[src/mmb_params.svh]
// constants for the move/branch execution block
// assumes inclusion by bare name from the design files
`ifndef MMB_PARAMS_SVH
`define MMB_PARAMS_SVH
`define MMB_SPR_LO      4'h6
`define MMB_SPR_HI      4'hf
`define MMB_PC_RST      9'h000
`define MMB_ACC_RST     8'h00
`define MMB_SP_RST      3'h0
`define MMB_ZERO8       8'h00
`define MMB_PC_STEP     9'h001
`define MMB_SP_STEP     3'h1
`define MMB_DEST_REG    1'b1
`define MMB_BIT_RST     1'b0
`endif

[src/mmb_pkg.sv]
// types for the move/branch execution block
// assumes mmb_params.svh for numeric constants
`default_nettype none
package mmb_pkg;
  typedef enum logic [2:0] {
    MMB_OP_NOP,
    MMB_OP_SPR_WRITE,
    MMB_OP_LONG_CALL,
    MMB_OP_LONG_JUMP,
    MMB_OP_LOAD_IMM,
    MMB_OP_STORE_ACC,
    MMB_OP_REG_MOVE
  } mmb_op_e;
  typedef enum logic {
    MMB_ST_EXEC,
    MMB_ST_BUBBLE
  } mmb_state_e;
endpackage : mmb_pkg
`default_nettype wire

[src/mmb_exec.sv]
// execution of move and long branch instructions
// assumes decoded op and operands held stable for one instruction cycle;
// the data register read address is given one cycle ahead on pre_addr
`timescale 1ns/1ns
`default_nettype none
`include "mmb_params.svh"
module mmb_exec
  import mmb_pkg::*;
#(
  parameter int PCW = 9,
  parameter int SPW = 3,
  parameter int AW  = 6
) (
  input  wire logic           ref_clk,
  input  wire logic           rst_n,
  input  wire logic           op_valid,
  input  wire mmb_op_e        op,
  input  wire logic [7:0]     imm,
  input  wire logic [PCW-1:0] target,
  input  wire logic [3:0]     spr_sel,
  input  wire logic [AW-1:0]  reg_addr,
  input  wire logic [AW-1:0]  pre_addr,
  input  wire logic           dest_bit,
  output logic      [7:0]     accumulator,
  output logic      [PCW-1:0] program_counter,
  output logic      [SPW-1:0] stack_pointer,
  output logic                zero_flag,
  output logic                busy,
  output logic                spr_we,
  output logic      [3:0]     spr_addr,
  output logic      [7:0]     spr_wdata,
  output logic                stack_we,
  output logic      [SPW-1:0] stack_addr,
  output logic      [PCW-1:0] stack_wdata
);
  mmb_state_e       state_r, state_nxt;
  logic [7:0]       acc_r, acc_nxt;
  logic [PCW-1:0]   pc_r, pc_nxt;
  logic [SPW-1:0]   sp_r, sp_nxt;
  logic             z_r, z_nxt;
  logic             spr_we_r, spr_we_nxt;
  logic [3:0]       spr_addr_r, spr_addr_nxt;
  logic [7:0]       spr_wdata_r, spr_wdata_nxt;
  logic             stk_we_r, stk_we_nxt;
  logic [SPW-1:0]   stk_addr_r, stk_addr_nxt;
  logic [PCW-1:0]   stk_data_r, stk_data_nxt;
  logic             rf_we;
  logic [7:0]       rf_wdata;
  logic [7:0]       rf_rdata;
  logic             take;

  // operand range check for the special register write
  function automatic logic spr_ok(input logic [3:0] s);
    return (s >= `MMB_SPR_LO) && (s <= `MMB_SPR_HI);
  endfunction : spr_ok

  // address of the following instruction
  function automatic logic [PCW-1:0] pc_step(input logic [PCW-1:0] p);
    return p + PCW'(`MMB_PC_STEP);
  endfunction : pc_step

  mmb_regfile #(.AW(AW), .DW(8)) u_rf (
    .ref_clk (ref_clk),
    .wr_en   (rf_we),
    .wr_addr (reg_addr),
    .wr_data (rf_wdata),
    .rd_addr (pre_addr),
    .rd_data (rf_rdata)
  );

  // an op is taken only outside the bubble cycle
  assign take = op_valid && (state_r == MMB_ST_EXEC);

  // data register write path
  always_comb begin
    rf_we    = 1'b0;
    rf_wdata = acc_r;
    if (take && op == MMB_OP_STORE_ACC) begin
      rf_we    = 1'b1;
      rf_wdata = acc_r;
    end else if (take && op == MMB_OP_REG_MOVE &&
                 dest_bit == `MMB_DEST_REG) begin
      rf_we    = 1'b1;
      rf_wdata = rf_rdata;
    end
  end

  // sequencing: state, program counter, stack push
  always_comb begin
    state_nxt    = MMB_ST_EXEC;
    pc_nxt       = pc_r;
    sp_nxt       = sp_r;
    stk_we_nxt   = 1'b0;
    stk_addr_nxt = stk_addr_r;
    stk_data_nxt = stk_data_r;
    if (take) begin
      unique case (op)
        MMB_OP_LONG_CALL: begin
          stk_we_nxt   = 1'b1;
          stk_addr_nxt = sp_r;
          stk_data_nxt = pc_step(pc_r);
          sp_nxt       = sp_r + `MMB_SP_STEP;
          pc_nxt       = target;
          state_nxt    = MMB_ST_BUBBLE;
        end
        MMB_OP_LONG_JUMP: begin
          pc_nxt    = target;
          state_nxt = MMB_ST_BUBBLE;
        end
        MMB_OP_NOP,
        MMB_OP_SPR_WRITE,
        MMB_OP_LOAD_IMM,
        MMB_OP_STORE_ACC,
        MMB_OP_REG_MOVE: begin
          pc_nxt = pc_step(pc_r);
        end
        default: begin
          pc_nxt = pc_step(pc_r);
        end
      endcase
    end
  end

  always_ff @(posedge ref_clk) begin
    if (!rst_n) begin
      state_r    <= MMB_ST_EXEC;
      pc_r       <= `MMB_PC_RST;
      sp_r       <= `MMB_SP_RST;
      stk_we_r   <= `MMB_BIT_RST;
      stk_addr_r <= `MMB_SP_RST;
      stk_data_r <= `MMB_PC_RST;
    end else begin
      state_r    <= state_nxt;
      pc_r       <= pc_nxt;
      sp_r       <= sp_nxt;
      stk_we_r   <= stk_we_nxt;
      stk_addr_r <= stk_addr_nxt;
      stk_data_r <= stk_data_nxt;
    end
  end

  // data path: accumulator and zero flag
  always_comb begin
    acc_nxt = acc_r;
    z_nxt   = z_r;
    if (take) begin
      unique case (op)
        MMB_OP_LOAD_IMM: begin
          acc_nxt = imm;
        end
        MMB_OP_STORE_ACC: begin
          acc_nxt = acc_r;
        end
        MMB_OP_REG_MOVE: begin
          if (dest_bit != `MMB_DEST_REG) begin
            acc_nxt = rf_rdata;
          end
          z_nxt = (rf_rdata == `MMB_ZERO8);
        end
        MMB_OP_NOP,
        MMB_OP_SPR_WRITE,
        MMB_OP_LONG_CALL,
        MMB_OP_LONG_JUMP: begin
          acc_nxt = acc_r;
        end
        default: begin
          acc_nxt = acc_r;
        end
      endcase
    end
  end

  always_ff @(posedge ref_clk) begin
    if (!rst_n) begin
      acc_r <= `MMB_ACC_RST;
      z_r   <= `MMB_BIT_RST;
    end else begin
      acc_r <= acc_nxt;
      z_r   <= z_nxt;
    end
  end

  // special register port: strobe, select, data
  always_comb begin
    spr_we_nxt    = 1'b0;
    spr_addr_nxt  = spr_addr_r;
    spr_wdata_nxt = spr_wdata_r;
    if (take && op == MMB_OP_SPR_WRITE) begin
      spr_we_nxt    = spr_ok(spr_sel);
      spr_addr_nxt  = spr_sel;
      spr_wdata_nxt = acc_r;
    end
  end

  always_ff @(posedge ref_clk) begin
    if (!rst_n) begin
      spr_we_r    <= `MMB_BIT_RST;
      spr_addr_r  <= `MMB_SPR_LO;
      spr_wdata_r <= `MMB_ACC_RST;
    end else begin
      spr_we_r    <= spr_we_nxt;
      spr_addr_r  <= spr_addr_nxt;
      spr_wdata_r <= spr_wdata_nxt;
    end
  end

  // outputs straight from registers
  always_comb begin
    accumulator     = acc_r;
    program_counter = pc_r;
    stack_pointer   = sp_r;
    zero_flag       = z_r;
    busy            = (state_r == MMB_ST_BUBBLE);
    spr_we          = spr_we_r;
    spr_addr        = spr_addr_r;
    spr_wdata       = spr_wdata_r;
    stack_we        = stk_we_r;
    stack_addr      = stk_addr_r;
    stack_wdata     = stk_data_r;
  end
endmodule : mmb_exec
`default_nettype wire

[src/mmb_regfile.sv]
// data register file, 64 x 8, registered read
// assumes single clock, read address presented one cycle ahead
`timescale 1ns/1ns
`default_nettype none
module mmb_regfile #(
  parameter int AW = 6,
  parameter int DW = 8
) (
  input  wire logic          ref_clk,
  input  wire logic          wr_en,
  input  wire logic [AW-1:0] wr_addr,
  input  wire logic [DW-1:0] wr_data,
  input  wire logic [AW-1:0] rd_addr,
  output logic      [DW-1:0] rd_data
);
  logic [DW-1:0] mem [2**AW];
  always_ff @(posedge ref_clk) begin
    if (wr_en) begin
      mem[wr_addr] <= wr_data;
    end
    rd_data <= mem[rd_addr];
  end
endmodule : mmb_regfile
`default_nettype wire
[config.mk]
export PLATFORM = sky130hd
export DESIGN_NAME = mmb_exec
export DESIGN_NICKNAME = d
export VERILOG_FILES = /design/src/mmb_pkg.sv /design/src/mmb_exec.sv /design/src/mmb_regfile.sv
export VERILOG_INCLUDE_DIRS = /design/src
export SDC_FILE = /design/constraint.sdc
export NUM_CORES = 1
export LEC_CHECK = 0
export ABC_AREA = 1
export BUFFER_PORTS_ARGS = -buffer_cell sky130_fd_sc_hd__buf_2
export CAP_MARGIN = 20
export CELL_PAD_IN_SITES_DETAIL_PLACEMENT = 2
export CELL_PAD_IN_SITES_GLOBAL_PLACEMENT = 2
export CORE_MARGIN = 3
export CORE_UTILIZATION = 30
export DETAILED_ROUTE_END_ITERATION = 16
export GPL_TIMING_DRIVEN = 1
export PLACE_DENSITY_LB_ADDON = 0.2
export SLEW_MARGIN = 10
export SYNTH_ARGS = -nofsm -noshare
export SYNTH_HDL_FRONTEND = slang
export SYNTH_HIERARCHICAL = 1
export SYNTH_SLANG_ARGS = --single-unit
[constraint.sdc]
create_clock -name ref_clk -period 3.55 [get_ports ref_clk]
set_clock_uncertainty 0.1 [all_clocks]
set_input_delay 0.355 -clock ref_clk [delete_from_list [all_inputs] [get_ports ref_clk]]
set_output_delay 0.355 -clock ref_clk [all_outputs]
set_load 0.03 [all_outputs]
* After elaboration in Yosys (flattened, before gate mapping)
Memory sizes are Yosys's and may differ from the RTL's. A register that Yosys moved wholly into a read port is not among the register bits.
Index checks and enable logic that the tools add are counted.
** Cells by class
- Add/subtract/negate cells :: 2
- Order comparisons :: 2
- Equality and inequality tests :: 7
- Muxes and demuxes :: 11
- Bitwise operators :: 1
- Reductions and logical operators :: 14
** Operators by type and width (number)
- 8-bit two-way mux :: 3
- 8-bit case mux with 2 select lines :: 1
- 9-bit by 1-bit adder with 9-bit output, second input constant :: 1
- 3-bit == test, second input constant :: 3
- 9-bit two-way mux :: 1
- 8-bit logical NOT :: 1
- 2-bit AND reduction :: 4
- 3-bit by 2-bit == test with 1-bit output, second input constant :: 2
- 1-bit logical AND :: 6
- 1-bit two-way mux :: 6
- 4-bit by 3-bit >= comparator with 1-bit output, second input constant :: 1
- 4-bit <= comparator, second input constant :: 1
- 3-bit by 1-bit adder with 3-bit output, second input constant :: 1
- 3-bit by 1-bit == test with 1-bit output, second input constant :: 1
- 3-bit AND reduction :: 1
- 2-bit != test, second input constant :: 1
- 2-bit nonzero test :: 1
- 2-bit OR reduction :: 1
- 1-bit inverter :: 1
** Storage, ports and cells
- Flip-flop bits (word level) :: 48
- Bits in writable memories :: 512
- Input bits :: 40
- Output and inout bits :: 48
- Logic and storage cells :: 49
- Memories kept :: 1
** Memories
- u_rf.mem :: words 64, bits a word 8, rd ports 1, clocked after memory_dff 1, wr ports 1, RTL line mmb_regfile.sv:16 : logic [DW-1:0] mem [2**AW];

* Depth between registers and ports, before layout
Gate-level depths: netlist (run 1).
- Depth in word-level cells :: 8
- Mapped depth :: 12
- Depth with buffers taken out :: 9

* Hierarchy
Netlist (run 1), hierarchy kept.
** Modules (own cells, without submodules)
- mmb_regfile :: times used 1, cells each 1805, area an instance 21339.2 um^2, seq. area each 15534.9 um^2
- mmb_exec :: times used 1, cells each 325, area an instance 2338.5 um^2, seq. area each 960.9 um^2

* Worst setup path after synthesis (run 1)
No wires, ideal clock.
- Kind :: register -> register
- Start point :: register state_r (netlist: busy)
- End point :: memory u_rf.mem[48][0] (enable)
- Library setup time :: 0.395 ns
- Arrival :: 2.439 ns
- Data required time :: 3.055 ns
- Slack :: 0.616 ns
- Cell stages (with the launch flop) :: 10
- Path buffers :: 2
- Period minus slack after synthesis :: 2.934 ns
- Cell sequence :: dfxtp_1 inv_1 nand2_4 nor2_4 nand2_4 buf_6 o31ai_1 clkbuf_1 nand4_1 nor4_1
** Between the ends
- Word-level cells in the longest chain between the ends :: 8
- Elaborated cells on any way between the ends :: 9
- Those cells by class :: mux: 4; bitwise: 1; reduce/logical: 4
** RTL lines
- start: declaration :: RTL line mmb_exec.sv:36 : mmb_state_e state_r, state_nxt;
- start signal: assignment :: RTL line mmb_exec.sv:133 : state_r <= state_nxt;
- 1-bit inverter (*) :: RTL line mmb_exec.sv:72 : assign take = op_valid && (state_r == MMB_ST_EXEC);
- 1-bit logical AND (*) :: RTL line mmb_exec.sv:72
- 1-bit logical AND :: RTL line mmb_exec.sv:81 : end else if (take && op == MMB_OP_REG_MOVE &&
- 1-bit logical AND (no source line)
- 1-bit two-way mux :: RTL line mmb_exec.sv:81
- 1-bit two-way mux (*) :: RTL line mmb_exec.sv:78 : if (take && op == MMB_OP_STORE_ACC) begin
- named net rf_we :: RTL line mmb_exec.sv:47 : logic rf_we;
- 1-bit two-way mux (*) :: RTL line mmb_regfile.sv:18 : if (wr_en) begin
- 1-bit two-way mux (not written as such) (*) :: RTL line mmb_regfile.sv:19 : mem[wr_addr] <= wr_data;
- end: declaration :: RTL line mmb_regfile.sv:16
The timed path passes the listed nets; every way through them passes the cells marked *.

* Worst setup path in the final report (run 1)
- Start point :: register state_r (netlist: busy)
- End point :: memory u_rf.mem[9][3] (enable)
Same word-level chain as after synthesis.

==> summary.txt, run 1 <==
Logic synthesis
  – Top_reg_cell synth: edfxtp_1
  – Share of synthesized registers carrying an async set or reset: 0
  – Main combinational cell family by area after synthesis: simple AND/OR/NAND/NOR gates
  – Main area contributors after synthesis: edfxtp_1 (65%), nand2_1 (12%), nand3_1 (9.5%)
  – Post-Syn Area: 23680 um^2
  – Post-Synth Simple-Gate Area: 0.2380
  – Synth Area in Adders: 0.001057
  – Post-synth top area cell: edfxtp_1
  – Cell count after synthesis: 2130
  – Syn_nets: 2172
  – Post-synthesis mux area share: 0
  – Sequential-to-total area share from yosys stat: 0.6967
  – Post-synth EDFFs: 512
  – Synth top area share: 0.6493
  – Syn Area/Cell: 11.12 um^2
  – Synth Area in Compound Gates: 0.01744
  – Synth unique cells: 37
  – Xor/xnor cell area share of the yosys netlist: 0.001480
  – #FFs+latches synth: about 570
  – Ys Warns: 6

Place
  – Port Buffers: 87
  – Placer Congestion: about 0.76
  – Dpl hpwl: 49.43 mm
  – Placed Cells: around 3200

Global route
  – Vias in the first global route: 18150
  – Antenna violations before repair: 0
  – Largest net degree at the start of global routing: 115
  – GRT Util Overall: 0.1931
  – Global-route wire length before repair: 118.9 mm
  – GRT overflow: 0

Clock network
  – Post-CTS Setup Inserts: 0
  – CTS tree: done
  – Root Buffer: clkbuf_16
  – Clk slew on worst S/H paths: approximately 60 ps
  – Clock sink count: around 570
  – Worst skew pair latency: 610 ps
  – Htree depth: 3
  – Deepest clock path buffer count: 3
  – CTS buffer count: 69

Timing
  – Slew margin rel.: 0.4019
  – RSZ-0062 raised after global routing: false
  – Slew Viols, Final: 0
  – Min Tclk post-route: 2409 ps
  – Setup TNS: 0 ps
  – Worst Max-Slew Pin Slew: 897.2 ps
  – Tcrit/Tclk final: 0.6787
  – Fmax: 0.4151 GHz
  – Final setup fails: 0
  – Final Hold Viols: 0

Outcome
  – Outcome: finished, final reports clean

Floorplan
  – Die width: 286.9 um
  – Die Y: 286.9 um
  – Initial Util: 0.3041
  – Core region area: about 78000 um^2
  – Die Area: ~82000 um^2
  – IO Count: 88
  – Site Rows: 102

Final layout
  – Layout cell share with drive strength beyond 1: 0.1345
  – Antenna cells: 0
  – Non-filler cells, final: 3375
  – Area Growth Syn to Fin: 18.41%
  – Fillers: 8178
  – Nets: 2324
  – Multi-input logic area: 6172 um^2
  – Storage cell area: 16500 um^2

Worst hold path
  – Worst Hold Class: primary input to register

Setup path
  – WS Path Type: register to register
  – Worst Path Max Fanout: 9
  – Crit path DAT: 2530 ps
  – CP Launch Type: register
  – R2r setup slk: 1140 ps
  – Worst endpoint required time: 3670 ps
  – Crit end category: register

Drt
  – Drt total wl: approximately 80 mm
  – Detail Route Antenna Nets: 0
  – Via-to-Cell Ratio: 4.947
  – WL/cell: 23.57 um
  – Residual DRC count: 0
  – First-pass iteration count of the detailed router: 5
  – DR vias: 16700
  – First-iteration detailed-routing DRC count: ~1100

Power and ir drop
  – LEAKAGE: roughly 11 nW
  – PD cells: 556.4 nW/um^2
  – Maximum vdd drop: 0.3540 mV

Run
  – Max cap viols: 0
-- Yosys cell counts (8+ instances only) --
library cell  count
o21ai_0          34
nand4_1          11
buf_6            39
nor4_1            8
inv_1            37
clkbuf_1         20
buf_1            10
buf_2            39
o21ai_1           8
nand3_1         448
dfxtp_1          56
edfxtp_1        512
a21oi_1          19
nor2_1          102
buf_4            15
nand2_1         730
o21ai_2           8
-- cell type report --
type | instances | area share
flip-flops and latches | 568 | 0.5884
multi-input cells | 1392 | 0.2201
clock buffers | 90 | 0.06815
repair buffers | 206 | 0.05583
well taps | 1040 | 0.04641
clock inverters | 34 | 0.01441
inverters | 45 | 0.006694
-- registers in the layout, indices dropped and copies added (netlist names) --
register,count
u_rf/mem,512
program_counter,9
stack_wdata,9
accumulator,8
spr_wdata,8
u_rf/rd_data,8
spr_addr,4
stack_addr,3
stack_pointer,3
busy,1
spr_we,1
stack_we,1
zero_flag,1
-- cell usage in the layout, fill, tap and decap left out, drive strengths merged, types with 2 or more instances in the layout --
| master | Yosys | routed |
|---|---|---|
| a21oi | 20 | 20 |
| buf | 105 | 190 |
| bufinv | 0 | 9 |
| clkbuf | 20 | 91 |
| clkinv | 1 | 21 |
| clkinvlp | 0 | 2 |
| dfxtp | 56 | 56 |
| dlygate4sd3 | 0 | 15 |
| edfxtp | 512 | 512 |
| ha | 2 | 2 |
| inv | 44 | 47 |
| nand2 | 735 | 735 |
| nand3 | 449 | 449 |
| nand3b | 2 | 2 |
| nand4 | 12 | 12 |
| nor2 | 104 | 104 |
| nor3 | 2 | 2 |
| nor4 | 8 | 8 |
| o21ai | 50 | 50 |
| xor2 | 4 | 4 |
-- kinds of logic (layout without fill, tap and decap cells) --
logic type | Yosys count | in the layout
AO/OA/AOI/OAI | 74 | 74
XOR/XNOR | 4 | 4
adder cells (fa/ha/maj) | 2 | 2
buffers and inverters | 170 | 375
AND/OR/NAND/NOR | 1312 | 1312
flip-flops | 568 | 568
-- worst max-delay path: stages (launching register included) --
cell and delay (ps):
dfxtp_1 310, inv_1 90, nand2_4 110, nor2_4 170, nand2_4 60, o31ai_2 60, buf_4 240, nand4_1 180
buf_4 230, nor2_1 480
-- final timing paths --
kind | startpoint | to | cells past startpoint
hold reg to reg | stack_addr[0] | stack_addr[0] | 2
hold / removal | target[6] | program_counter[6] | 5
setup reg to reg | busy | u_rf/mem[9][3] | 9
setup / recovery | busy | u_rf/mem[9][3] | 9
-- metal layers --
| layer | vias to the layer above | global-route usage | part of all wire |
|---|---|---|---|
| met5 | - | 0 | 0 |
| met4 | 0 | 0.05690 | 0.028 |
| met3 | 119 | 0.03013 | 0.039 |
| met2 | 313 | 0.3258 | 0.48 |
| met1 | 8557 | 0.2566 | 0.45 |
| li1 | 7707 | - | - |
-- through the flow --
step           power (mW)  cell area [um^2]  setup WS, ps    util  hold WS [ps]
2_1_floorplan       8.090             23680         616.1       -         368.2
3_3_place_gp        8.486             25570         746.0  0.3285         351.3
3_5_place_dp        8.509             25570         748.2  0.3285         361.7
4_1_cts             15.81             28040          1094  0.3601         2.608
5_1_grt             16.16             28040         949.0  0.3601         30.47
6_report            15.60             28040          1141  0.3601         31.60
-- power breakdown --
part / switching [mW] / leakage (nW) / internal (mW)
combinational: 0.776 / 4.31 / 0.265
sequential: 0.0329 / 5.07 / 7.29
clock: 2.79 / 1.12 / 4.44
-- timing repair --
action / CTS / global route
resized for setup: 0 / 0
hold buffers: 15 / 0
hold endpoints to repair: 17 / 0
No activity file was read; power rests on OpenSTA's default activity.
==> run 2, diff against run 1 <==
==> constraint.sdc (replaced) <==
create_clock -name ref_clk -period 2.24 [get_ports ref_clk]
set_clock_uncertainty 0.1 [all_clocks]
set_input_delay 0.224 -clock ref_clk [delete_from_list [all_inputs] [get_ports ref_clk]]
set_output_delay 0.224 -clock ref_clk [all_outputs]
set_load 0.03 [all_outputs]
==> run 2 against run 1 <==
  * Routed wire length is 1.4% higher
  * Sequential power is 58% higher
  * Sequential cell count stayed put
  * Sequential share of layout area is 1.5 points lower
  * Die area stayed put
  * Worst hold slack better by 24 ps
  * Largest power group unchanged
  * Highest routed layer unchanged
==> summary.txt, run 2 (synthesized netlist as in run 1, its figures left out) <==
Floorplan
  – Initial Util: 0.3041 (unchanged)
  – Core region area: 77850 um^2 (unchanged)
  – IO Count: 88 (unchanged)
  – Site Rows: 102 (unchanged)
  – Die Y: 286.9 um (unchanged)
  – Die Area: 82330 um^2 (unchanged)
  – Die width: 286.9 um (unchanged)

Clock network
  – Worst skew pair latency: 620 ps (about the same)
  – Clock sink count: 568 (unchanged)
  – Root Buffer: clkbuf_16
  – Deepest clock path buffer count: 3 (unchanged)
  – Clk slew on worst S/H paths: 60 ps (about the same)
  – Htree depth: 3 (unchanged)
  – CTS buffer count: 68 (-1.4%)
  – CTS tree: done

Final layout
  – Max reg flops: 512 (unchanged)
  – Area Growth Syn to Fin: 21.57%
  – Antenna cells: 0 (unchanged)
  – Nets: 2362 (+1.6%)
  – Most frequent cells in the layout: nand2_1 (730), edfxtp_1 (512), nand3_1 (448), buf_4 (90), buf_2 (86)
  – Largest Register: u_rf/mem
  – Fillers: 8207 (+0.35%)
  – Non-filler cells, final: 3406 (+0.92%)
  – Layout cell share with drive strength beyond 1: 0.1720 (+0.03754)
  – Commonest non-fill, non-tap cell in the layout: nand2_1

Power and ir drop
  – Maximum vdd drop: 0.6754 mV (+91%)
  – Flop pwr share: 0.480 (+0.010)
  – P_int: 18.40 mW (+53%)
  – LEAKAGE: 10.72 nW (+2.0%)
  – PD cells: 839.1 nW/um^2 (+51%)
  – Sw frac: 0.2382 (+0.007646)
  – Clock Power Share: 0.446 (-0.018)
  – Combinational share of power: 0.074 (+0.007)
  – Psw: 5.754 mW (+60%)

Timing
  – Tcrit/Tclk final: 0.9652
  – Setup ws final: 77.99 ps (-1063 ps)
  – Slew margin rel.: 0.5756 (+0.1737)
  – Final setup fails: 0 (unchanged)
  – Final Hold Viols: 0 (unchanged)
  – Setup TNS: 0 ps (unchanged)
  – Slew Viols, Final: 0 (unchanged)
  – Worst Max-Slew Pin Slew: 636.6 ps (-260.6 ps)
  – Min Tclk post-route: 2162 ps
  – Fmax: around 0.46 GHz

Place
  – Placer Congestion: 0.8165 (+7.2%)
  – Port Buffers: 87 (unchanged)
  – DP Worst Slack: -77.27 ps (-825.5 ps)
  – Placed Cells: 3260 (+0.74%)
  – Dpl hpwl: 52.41 mm (+6.0%)

Global route
  – Antenna violations before repair: 1 (+1)
  – GRT Util Overall: 0.1964 (+0.003286)
  – Met1 usage: 0.2672 (+0.01062)
  – Vias in the first global route: 18230 (+0.41%)
  – GR Util met3: 0.02585 (-0.004282)
  – Met2 Use GR: 0.3278 (+0.001983)
  – Global-route wire length before repair: 120.8 mm (+1.7%)
  – GRT overflow: 0 (unchanged)
  – Largest net degree at the start of global routing: 124 (+7.8%)
  – GR peak layer: met2

Outcome
  – Outcome: finished, final reports clean

Setup path
  – Worst endpoint required time: 2460 ps (-1210 ps)
  – Crit path DAT: 2380 ps (-150 ps)
  – Crit end category: register
  – CP startpoint: op[0]
  – Worst R2R Start: busy
  – CP Launch Type: primary input
  – WS Path Type: primary input to register
  – Worst Path Max Fanout: 8 (-1)

Drt
  – First-pass iteration count of the detailed router: 6 (+1)
  – Drt total wl: 80.63 mm (+1.4%)
  – Residual DRC count: 0 (unchanged)
  – DR vias: 16830 (+0.81%)
  – WL/cell: 23.67 um (+0.45%)
  – Detail Route Antenna Nets: 0 (unchanged)
  – First-iteration detailed-routing DRC count: 1148 (+4.0%)
  – Via-to-Cell Ratio: 4.942 (-0.10%)

Run
  – Max cap viols: 0 (unchanged)

Worst hold path
  – Worst Hold Class: primary input to register
  – HP Start: op[1]
-- run 2: cell types whose count changed in the layout (fill, tap and decap cells not counted), moves of 5 or more --
cell / before / now
nor2_1: 102 / 46
nor2_2: 0 / 40
buf_12: 15 / 34
nor2_4: 2 / 18
dlygate4sd3_1: 15 / 26
buf_6: 0 / 8
nor4_1: 8 / 0
nor4_4: 0 / 7
clkbuf_1: 15 / 10
clkinv_2: 5 / 10
-- run 2: final timing paths --
kind | slack (ps) | endpoint | depth (start not counted)
worst max-delay path | 80 | u_rf/mem[24][7] | 11
worst min-delay path | 60 | program_counter[7] | 4
worst max register to register | 80 | u_rf/mem[24][7] | 11
worst min register to register | 370 | stack_addr[0] | 2
-- run 2: power by group through the flow --
stage | clock [mW] | combinational (mW) | sequential [mW]
2_1_floorplan | 0 | 0.959 | 11.9
3_3_place_gp | 0 | 1.69 | 11.8
3_5_place_dp | 0 | 1.74 | 11.8
4_1_cts | 11.1 | 1.79 | 11.6
5_1_grt | 11.5 | 1.96 | 11.6
6_report | 10.8 | 1.78 | 11.6
-- run 2: repair_timing --
item	in CTS	in global routing
gates cloned	0	1
setup buffers	0	3
hold endpoints to repair	34	0
endpoints found under the setup margin	145	20
pin swaps	0	3
hold buffers	26	0
resized for setup	2	16
-- run 2: critical path, stage by stage --
cell	delay, ps
dlygate4sd3_1	520
buf_2	120
buf_4	130
nand2_1	120
o31ai_4	240
buf_6	170
buf_8	140
nand4_1	190
buf_12	220
nor2_2	90
buf_4	170
-- run 2: cell type report --
class | instances | area (um^2) | share of cell area
sequential | 568 | 16500 | 0.5732
multi-input combinational | 1392 | 6521 | 0.2266
timing repair buffer | 245 | 2152 | 0.07477
clock buffer | 80 | 1778 | 0.06177
tap | 1040 | 1301 | 0.04521
clock inverter | 36 | 341.6 | 0.01187
inverter | 45 | 190.2 | 0.006607
-- run 2: routing by layer --
metal | wire [um] | vias up | part of all wire
met5 | 0 | - | 0
li1 | - | 7777 | -
met4 | 2221 | 0 | 0.028
met3 | 2566 | 114 | 0.032
met2 | 38620 | 280 | 0.48
met1 | 37220 | 8661 | 0.46
-- run 2: through the flow --
step	utilization	hold slack [ps]	instance area (um^2)	power (mW)
3_5_place_dp	0.3373	361.1	26260	13.56
5_1_grt	0.3697	56.80	28780	25.05
2_1_floorplan	-	237.2	23960	12.84
6_report	0.3697	55.20	28780	24.15
3_3_place_gp	0.3373	346.4	26260	13.51
4_1_cts	0.3680	8.418	28650	24.52
